<file path="src/verilog/abtw_pkg.sv">
// Package of register map, field layout and timing constants for the burst, tracking and window block.
package abtw_pkg;
  // APB byte addresses of the word registers.
  localparam logic [7:0] ADDR_CONTROL = 8'h00;
  localparam logic [7:0] ADDR_TIMING = 8'h04;
  localparam logic [7:0] ADDR_GT_HIGH = 8'h08;
  localparam logic [7:0] ADDR_GT_LOW = 8'h0c;
  localparam logic [7:0] ADDR_LT_HIGH = 8'h10;
  localparam logic [7:0] ADDR_LT_LOW = 8'h14;
  localparam logic [7:0] ADDR_RESULT_HIGH = 8'h18;
  localparam logic [7:0] ADDR_RESULT_LOW = 8'h1c;
  localparam logic [7:0] ADDR_STATUS = 8'h20;
  // Control register bit positions.
  localparam int CTL_ENABLE_BIT = 7;
  localparam int CTL_BURST_BIT = 6;
  localparam int CTL_WINDOW_BIT = 3;
  // Timing register field positions.
  localparam int TK_PWR_LSB = 4;
  localparam int TK_TM_LSB = 2;
  localparam int TK_PT_LSB = 0;
  // Reset values.
  localparam logic [7:0] CONTROL_RESET = 8'h00;
  localparam logic [7:0] TIMING_RESET = 8'hff;
  localparam logic [7:0] LIMIT_BYTE_RESET = 8'h00;
  // Track mode codes.
  localparam logic [1:0] TM_RESERVED = 2'h0;
  localparam logic [1:0] TM_POST = 2'h1;
  localparam logic [1:0] TM_PRE = 2'h2;
  localparam logic [1:0] TM_DUAL = 2'h3;
  // Burst power-up step time and its cycle count at the system clock.
  localparam int CLK_PERIOD_PS = 5000;
  localparam int PWR_STEP_NS = 200;
  localparam int PWR_STEP_CYCLES = (PWR_STEP_NS * 1000) / CLK_PERIOD_PS;
  localparam logic [9:0] PWR_STEP_CYCLES_W = 10'(PWR_STEP_CYCLES);
  // Width of the power-up counter: up to 16 steps of the step time.
  localparam int PWR_CNT_W = 10;
  // Power control states.
  typedef enum logic [1:0] {
    ABTW_OFF,
    ABTW_SLEEP,
    ABTW_WAKE,
    ABTW_ON
  } abtw_pwr_t;
endpackage : abtw_pkg

</file>
<file path="src/verilog/abtw_ctrl.sv">
// Control block for burst power-up, tracking settings and window detection of a 12-bit converter.
//
// The APB interface to the registers and the address map were left to the implementer.
`timescale 1ns/100ps
`default_nettype none
module abtw_ctrl (
  input wire logic clk_sys,
  input wire logic rstn,
  input wire logic psel,
  input wire logic penable,
  input wire logic pwrite,
  input wire logic [7:0] paddr,
  input wire logic [31:0] pwdata,
  output logic [31:0] prdata,
  output logic pready,
  output logic pslverr,
  input wire logic conv_start,
  output logic conv_go,
  input wire logic result_valid,
  input wire logic [11:0] result_data,
  output logic converter_powered,
  output logic [1:0] track_mode_select,
  output logic [1:0] post_track_time_select
);
  import abtw_pkg::*;

  // Register map seen over the bus, one byte register per aligned word.
  // Control: bit 7 enable, bit 6 burst, bit 3 window match flag, other bits plain storage.
  // Timing: bits 7:4 power-up count, bits 3:2 track mode, bits 1:0 post-track time.
  // Limits: greater-than and less-than values, each kept as a high byte and a low byte.
  // Result: the last result, zero-extended to 16 bits, split in a high and a low byte.
  // Status: bit 0 powered, bit 1 sleeping, bit 2 waking, bit 3 on.
  // Result and status ignore writes.
  // Any other address answers with an error, ignores writes and reads as zero.
  //
  // Power states of the sequencer.
  // Off: burst and enable both clear, so the core stays unpowered.
  // Sleep: burst set and enable clear, so the core rests until a start event arrives.
  // Wake: the power-up interval runs, and the start is released to the core when it ends.
  // On: enable set, so starts pass straight through one cycle later.
  // Except in wake, every state change lags the control write by one cycle.
  // Software therefore sees the new state on the status register two cycles after its write.
  //
  // Hazards and limits that a user must know.
  // A start that arrives while waking is dropped, because only one start can be pending.
  // The power-up counter is sized for the longest interval, sixteen steps of the step time.
  // Track mode and post-track time only reach the core; this block does not time tracking.
  // The window match flag is sticky until software writes it to zero.
  // A matching result wins over a clear in the same cycle, so no match is ever lost.
  // Equal limits take the outside branch, which makes every result but the limit a match.
  // The result is zero-extended before the compare, so the top four limit bits act as a guard.
  //
  // Bus timing.
  // Every transfer is a setup cycle and one access cycle, with no wait states.
  // Read data and the error answer are latched at the setup edge and stand in the access cycle.
  // A write lands at the access edge, the same edge at which the master samples ready.
  // The trade-off is that a read sees register contents one cycle older than the access edge.

  // Software-visible registers.
  logic [7:0] converter_control_reg;
  logic [7:0] burst_and_tracking_timing;
  logic [7:0] greater_than_limit_high;
  logic [7:0] greater_than_limit_low;
  logic [7:0] less_than_limit_high;
  logic [7:0] less_than_limit_low;
  logic [15:0] result_word;
  // Next values of the software-visible registers and the bus answer.
  logic [7:0] next_control;
  logic [7:0] next_timing;
  logic [7:0] next_gth;
  logic [7:0] next_gtl;
  logic [7:0] next_lth;
  logic [7:0] next_ltl;
  logic [15:0] next_result;
  logic [31:0] next_prdata;
  logic next_pslverr;
  // Power sequencer state, its power-up counter and the go pulse.
  abtw_pwr_t pwr_state;
  abtw_pwr_t next_pwr_state;
  logic [PWR_CNT_W-1:0] pwr_cnt;
  logic [PWR_CNT_W-1:0] next_pwr_cnt;
  logic next_conv_go;
  // Decoded bus strobes and the fields taken from the registers.
  logic wr_en;
  logic rd_en;
  logic converter_enable;
  logic burst_mode_enable;
  logic [3:0] burst_powerup_count;
  logic [15:0] gt_limit;
  logic [15:0] lt_limit;
  logic [15:0] sample;
  logic window_hit;
  logic addr_ok;

  // The slave answers in the first access cycle, so every transfer is two cycles long.
  assign pready = 1'b1;
  assign wr_en = psel & penable & pwrite;
  assign rd_en = psel & ~penable & ~pwrite;

  assign converter_enable = converter_control_reg[CTL_ENABLE_BIT];
  assign burst_mode_enable = converter_control_reg[CTL_BURST_BIT];
  assign burst_powerup_count = burst_and_tracking_timing[TK_PWR_LSB +: 4];
  assign track_mode_select = burst_and_tracking_timing[TK_TM_LSB +: 2];
  assign post_track_time_select = burst_and_tracking_timing[TK_PT_LSB +: 2];
  assign gt_limit = {greater_than_limit_high, greater_than_limit_low};
  assign lt_limit = {less_than_limit_high, less_than_limit_low};
  assign sample = {4'h0, result_data};

  // The window sense comes from limit order alone; no mode bit exists.
  always_comb begin
    if (lt_limit > gt_limit) begin
      window_hit = (sample > gt_limit) && (sample < lt_limit);
    end else begin
      window_hit = (sample < lt_limit) || (sample > gt_limit);
    end
  end

  // Address decode for both directions; unmapped addresses answer with an error.
  always_comb begin
    addr_ok = 1'b1;
    next_prdata = prdata;
    if (paddr == ADDR_CONTROL) begin
      next_prdata = {24'h0, converter_control_reg};
    end else if (paddr == ADDR_TIMING) begin
      next_prdata = {24'h0, burst_and_tracking_timing};
    end else if (paddr == ADDR_GT_HIGH) begin
      next_prdata = {24'h0, greater_than_limit_high};
    end else if (paddr == ADDR_GT_LOW) begin
      next_prdata = {24'h0, greater_than_limit_low};
    end else if (paddr == ADDR_LT_HIGH) begin
      next_prdata = {24'h0, less_than_limit_high};
    end else if (paddr == ADDR_LT_LOW) begin
      next_prdata = {24'h0, less_than_limit_low};
    end else if (paddr == ADDR_RESULT_HIGH) begin
      next_prdata = {24'h0, result_word[15:8]};
    end else if (paddr == ADDR_RESULT_LOW) begin
      next_prdata = {24'h0, result_word[7:0]};
    end else if (paddr == ADDR_STATUS) begin
      next_prdata = {28'h0, pwr_state == ABTW_ON, pwr_state == ABTW_WAKE, pwr_state == ABTW_SLEEP,
                     converter_powered};
    end else begin
      addr_ok = 1'b0;
      next_prdata = 32'h0;
    end
    if (!rd_en) begin
      next_prdata = prdata;
    end
    next_pslverr = psel & ~penable & ~addr_ok;
  end

  // Register writes; a window match in the same cycle as a clear still sets the flag.
  always_comb begin
    next_control = converter_control_reg;
    next_timing = burst_and_tracking_timing;
    next_gth = greater_than_limit_high;
    next_gtl = greater_than_limit_low;
    next_lth = less_than_limit_high;
    next_ltl = less_than_limit_low;
    next_result = result_word;
    if (wr_en) begin
      if (paddr == ADDR_CONTROL) begin
        next_control = pwdata[7:0];
      end else if (paddr == ADDR_TIMING) begin
        next_timing = pwdata[7:0];
      end else if (paddr == ADDR_GT_HIGH) begin
        next_gth = pwdata[7:0];
      end else if (paddr == ADDR_GT_LOW) begin
        next_gtl = pwdata[7:0];
      end else if (paddr == ADDR_LT_HIGH) begin
        next_lth = pwdata[7:0];
      end else if (paddr == ADDR_LT_LOW) begin
        next_ltl = pwdata[7:0];
      end
    end
    if (result_valid) begin
      next_result = sample;
      if (window_hit) begin
        next_control[CTL_WINDOW_BIT] = 1'b1;
      end
    end
  end

  // Power sequencing: a wake-up counts (count+1) steps of the step time before releasing the start.
  always_comb begin
    next_pwr_state = pwr_state;
    next_pwr_cnt = pwr_cnt;
    next_conv_go = 1'b0;
    case (pwr_state)
      // Unpowered; the first control write that sets enable or burst picks the next state.
      ABTW_OFF: begin
        if (converter_enable) begin
          next_pwr_state = ABTW_ON;
        end else if (burst_mode_enable) begin
          next_pwr_state = ABTW_SLEEP;
        end
      end
      // Resting in burst mode; a start event begins the power-up interval.
      ABTW_SLEEP: begin
        if (!burst_mode_enable) begin
          next_pwr_state = converter_enable ? ABTW_ON : ABTW_OFF;
        end else if (converter_enable) begin
          next_pwr_state = ABTW_ON;
        end else if (conv_start) begin
          next_pwr_state = ABTW_WAKE;
          next_pwr_cnt = PWR_CNT_W'(({6'h0, burst_powerup_count} + 10'h1) * PWR_STEP_CYCLES_W);
        end
      end
      // Counting down the power-up interval; starts seen here are dropped.
      ABTW_WAKE: begin
        if (pwr_cnt <= PWR_CNT_W'(1)) begin
          next_conv_go = 1'b1;
          next_pwr_state = ABTW_SLEEP;
          next_pwr_cnt = '0;
        end else begin
          next_pwr_cnt = pwr_cnt - PWR_CNT_W'(1);
        end
      end
      // Powered continuously; each start is passed on one cycle later.
      ABTW_ON: begin
        next_conv_go = conv_start;
        if (!converter_enable) begin
          next_pwr_state = burst_mode_enable ? ABTW_SLEEP : ABTW_OFF;
        end
      end
      default: begin
        next_pwr_state = ABTW_OFF;
      end
    endcase
  end

  // Powered while on or waking; sleep and off keep the core unpowered.
  assign converter_powered = (pwr_state == ABTW_ON) || (pwr_state == ABTW_WAKE);

  // Software-visible registers and the captured result.
  always_ff @(posedge clk_sys) begin
    if (!rstn) begin
      converter_control_reg <= CONTROL_RESET;
      burst_and_tracking_timing <= TIMING_RESET;
      greater_than_limit_high <= LIMIT_BYTE_RESET;
      greater_than_limit_low <= LIMIT_BYTE_RESET;
      less_than_limit_high <= LIMIT_BYTE_RESET;
      less_than_limit_low <= LIMIT_BYTE_RESET;
      result_word <= 16'h0;
    end else begin
      converter_control_reg <= next_control;
      burst_and_tracking_timing <= next_timing;
      greater_than_limit_high <= next_gth;
      greater_than_limit_low <= next_gtl;
      less_than_limit_high <= next_lth;
      less_than_limit_low <= next_ltl;
      result_word <= next_result;
    end
  end

  // Bus answer registers; read data stands until the next read.
  always_ff @(posedge clk_sys) begin
    if (!rstn) begin
      prdata <= 32'h0;
      pslverr <= 1'b0;
    end else begin
      prdata <= next_prdata;
      pslverr <= next_pslverr;
    end
  end

  // Power sequencer state, counter and go pulse.
  always_ff @(posedge clk_sys) begin
    if (!rstn) begin
      pwr_state <= ABTW_OFF;
      pwr_cnt <= '0;
      conv_go <= 1'b0;
    end else begin
      pwr_state <= next_pwr_state;
      pwr_cnt <= next_pwr_cnt;
      conv_go <= next_conv_go;
    end
  end
endmodule // abtw_ctrl
`default_nettype wire

</file>
<file path="config.mk">
export PLATFORM = sky130hd
export DESIGN_NAME = abtw_ctrl
export DESIGN_NICKNAME = d
export VERILOG_FILES = /design/src/verilog/abtw_pkg.sv /design/src/verilog/abtw_ctrl.sv
export SDC_FILE = /design/constraint.sdc
export NUM_CORES = 1
export LEC_CHECK = 0
export ABC_AREA = 1
export BUFFER_PORTS_ARGS = -buffer_cell sky130_fd_sc_hd__buf_2
export CAP_MARGIN = 20
export CORE_UTILIZATION = 55
export CTS_CLUSTER_SIZE = 14
export DETAILED_ROUTE_END_ITERATION = 6
export PLACE_DENSITY = 0.75
export SLEW_MARGIN = 15
export SYNTH_ARGS = -nofsm -noshare
export SYNTH_HDL_FRONTEND = slang
export SYNTH_SLANG_ARGS = --single-unit
</file>
<file path="constraint.sdc">
create_clock -name clk_sys -period 5 [get_ports clk_sys]
set_clock_uncertainty 0.2 [all_clocks]
set_input_delay 0.25 -clock clk_sys [delete_from_list [all_inputs] [get_ports clk_sys]]
set_output_delay 0.25 -clock clk_sys [all_outputs]
set_load 0.02 [all_outputs]
</file>
==> metrics.json <==
{
  "synth-edff-count": {"value": 0},
  "multi_input_area": {"value": 0.003164, "unit": "mm²"},
  "report.power.total": {"value": 1.394, "unit": "mW"},
  "hold_depth": {"value": 3},
  "final-hold-violation-count": {"value": 0},
  "rsz_0062_raised_after_global_routing": {"value": "false"},
  "prevailing_post_synth_register_cell": {"value": "dfxtp_1"},
  "arrival": {"value": 2590, "unit": "ps"},
  "leakage": {"value": 2.843, "unit": "nW"},
  "die-area": {"value": 0.01038, "unit": "mm²"},
  "timing.setup.critical_path_class": {"value": "register to register"},
  "grt_first_pass_wirelength": {"value": 22220, "unit": "µm"},
  "design.final.nets": {"value": 912},
  "cts_sinks": {"value": 82},
  "max_cap_violations": {"value": 0},
  "syn2layout_area_growth": {"value": 9.072, "unit": "%"},
  "cts.htree.levels": {"value": 3},
  "final_cell_mix": {"value": "nand2_1, inv_1, nor2_1, dfxtp_1, a21oi_1"},
  "worst-endpoint-required": {"value": 5100, "unit": "ps"},
  "via_count": {"value": 5019},
  "placeableCoreArea": {"value": 0.009729, "unit": "mm²"},
  "outcome": {"value": "finished clean"},
  "insertedDiodeCount": {"value": 0},
  "drt-initial-drc-count": {"value": 311},
  "reg2reg_depth": {"value": 9},
  "io_buffers": {"value": 49},
  "tritoncts": {"value": "yes"},
  "fin_area": {"value": 0.005987, "unit": "mm²"},
  "die-height": {"value": 101.9, "unit": "µm"},
  "synth.yosys.seq_area_share": {"value": 29.91, "unit": "%"},
  "clockRootBuffer": {"value": "clkbuf_8"},
  "synth_cells": {"value": 758},
  "grt_pass1_vias": {"value": 4772},
  "gr-total-overflow": {"value": 0},
  "largest_reg_flops": {"value": 12},
  "worst_pin_slew": {"value": 923.8, "unit": "ps"},
  "synth-seq-cells": {"value": 82},
  "register_with_the_most_flip_flops": {"value": "result_word"},
  "grt_use_total": {"value": 27.92, "unit": "%"},
  "floorplan.rows": {"value": 36},
  "floorplan.die.width": {"value": 101.9, "unit": "µm"},
  "start_util": {"value": 56.42, "unit": "%"},
  "maxSlewViolCount": {"value": 0},
  "detail_route.wl_per_cell": {"value": 14.64, "unit": "µm"},
  "fin_crit": {"value": 2493, "unit": "ps"},
  "timing.final.crit_share": {"value": 49.86, "unit": "%"},
  "yosys_warnings": {"value": 0},
  "layout.area.seq": {"value": 0.001642, "unit": "mm²"},
  "startpoint_type_of_the_worst_setup_path": {"value": "register"},
  "final_setup_violations": {"value": 0},
  "path_max_fanout": {"value": 5},
  "syn_area": {"value": 0.005489, "unit": "mm²"},
  "antenna_found_initial": {"value": 0},
  "timing.hold.worst.class": {"value": "input pin to register"},
  "cell_accounting_for_the_most_synthesized_area": {"value": "dfxtp_1"},
  "cts.path.max_buffers": {"value": 2},
  "reg2reg_from": {"value": "burst_and_tracking_timing[4]"},
  "clk_pin_slew": {"value": 90, "unit": "ps"},
  "finalWirelength": {"value": 13780, "unit": "µm"},
  "final.fill_count": {"value": 931},
  "async_reset_ff_share": {"value": 0, "unit": "%"},
  "max_slew_margin": {"value": 38.41, "unit": "%"},
  "via_per_inst": {"value": 5.334},
  "registers_with_the_most_flip_flops": {"value": "result_word: 12 flops, pwr_cnt: 10 flops"},
  "end_kind": {"value": "register"},
  "post_synth.cell_area_avg": {"value": 7.241, "unit": "µm²"},
  "area_share_of_the_largest_cell_type_after_synthesis": {"value": 29.91, "unit": "%"},
  "timing.hold.worst_endpoint": {"value": "burst_and_tracking_timing[4]"},
  "final_core_utilization": {"value": 61.54, "unit": "%"},
  "post_dp_cell_area": {"value": 0.005650, "unit": "mm²"},
  "critical_path.reg2reg.endpoint": {"value": "pwr_cnt[9]"},
  "min_from": {"value": "pwdata[4]"},
  "power_density": {"value": 232.8, "unit": "mW/mm²"},
  "most_frequent_standard_cell_in_the_layout_excluding_fill_and_tap_cells": {"value": "nand2_1"},
  "total_cts_buffers": {"value": 9},
  "worstSkewPairLatency": {"value": 370, "unit": "ps"},
  "final_layout_setup_total_negative_slack": {"value": 0, "unit": "ps"},
  "crit_path_start": {"value": "burst_and_tracking_timing[4]"},
  "reg2reg_setup_slack": {"value": 2510, "unit": "ps"},
  "firstDrtPassIters": {"value": 5},
  "synthDistinctLibCells": {"value": 49},
  "io_pins": {"value": 99},
  "grt_max_degree": {"value": 52},
  "drive_gt1_share": {"value": 15.47, "unit": "%"},
  "synth.top_cells.by_area": {"value": "dfxtp_1, ha_1, nand2_1, a21oi_1, inv_1"},
  "finalWeightedCongestion": {"value": 0.9283},
  "fmax": {"value": 0.4011, "unit": "GHz"},
  "detailed_place_hpwl": {"value": 10680, "unit": "µm"},
  "peakVddDrop": {"value": 0.0001400, "unit": "V"},
  "route.antenna.remaining_nets": {"value": 0},
  "detail_route.drc_violations": {"value": 0}
}
==> Yosys cell counts, types with 3 or more instances <==
master / n
nand2_1: 127
inv_1: 95
nor2_1: 83
dfxtp_1: 82
a21oi_1: 76
o21ai_0: 50
ha_1: 48
buf_4: 29
nand3_1: 24
inv_2: 13
clkbuf_1: 12
a211oi_1: 10
a211oi_2: 8
nand4_1: 8
o211ai_1: 8
nor3_1: 7
o21ai_1: 6
o22ai_1: 6
buf_6: 5
nand2_2: 5
nor2_2: 5
nor2_4: 5
xor2_1: 5
a21o_1: 3
a21oi_2: 3
nand2_8: 3
nor2_8: 3
nor4_1: 3
or2_2: 3
==> layout make-up <==
| class | count | share of cell area [%] |
|---|---|---|
| Clock buffer | 9 | 2.069 |
| Tap cell | 133 | 2.780 |
| Timing Repair Buffer | 60 | 5.893 |
| Inverter | 111 | 7.106 |
| Clock inverter | 6 | 1.881 |
| Multi-Input combinational cell | 540 | 52.85 |
| Sequential cell | 82 | 27.42 |
==> stage by stage <==
stage	hold WS, ps	setup WS [ps]	std cells
2_1_floorplan	180.4	2834	781
3_3_place_gp	248.4	2693	916
3_5_place_dp	251.5	2532	916
4_1_cts	3.078	2495	941
5_1_grt	27.25	2367	941
6_report	8.206	2507	941
==> critical path, cell delays in order (launching register included) <==
cell and delay, ps:
dfxtp_1 410, ha_1 210, xor2_1 270, ha_1 330
ha_1 310, a21o_1 160, a21oi_1 160, or2_2 140
nand3_1 70, a31oi_1 160
==> where the power goes <==
group | switching (mW) | internal (mW) | total [mW]
logic | 0.0965 | 0.0445 | 0.141
clock network | 0.254 | 0.332 | 0.586
registers | 0.00489 | 0.662 | 0.667
total | 0.356 | 1.04 | 1.39
==> how the worst max path moves through the flow <==
stage | end | slack (ps) | cells past startpoint
finish | pwr_cnt[9] | 2510 | 9
global route | pwr_cnt[9] | 2370 | 9
CTS | pwr_cnt[9] | 2490 | 9
detailed placement | pwr_cnt[9] | 2530 | 9
global placement | pwr_cnt[9] | 2690 | 9
floorplan | pwr_cnt[9] | 2830 | 9
==> per-layer routing <==
layer  share of wire (%)  global-route usage (%)  up-vias
li1                    -                       -     2528
met1                  44                   34.19     2301
met2                  49                   49.79      161
met3                 5.2                   4.309       29
met4                 2.3                   9.670        0
met5                   0                       0        -
==> cell families after synthesis <==
group / Yosys count / share of synthesized area (%)
simple gates: 282 / 24.53
xor+xnor: 5 / 0.7978
flops: 82 / 29.91
fa+ha+maj: 49 / 11.31
compound gates: 179 / 19.31
other cells: 2 / 0.1368
buf+inv: 159 / 14.02
==> what timing repair did <==
item | CTS | global route
setup buffers | 0 | 0
setup endpoints to repair | 0 | 0
endpoints found under the hold margin | 10 | 0
hold buffers | 10 | 0
gates resized for setup | 0 | 0
Power figures use the tool's default switching activity.
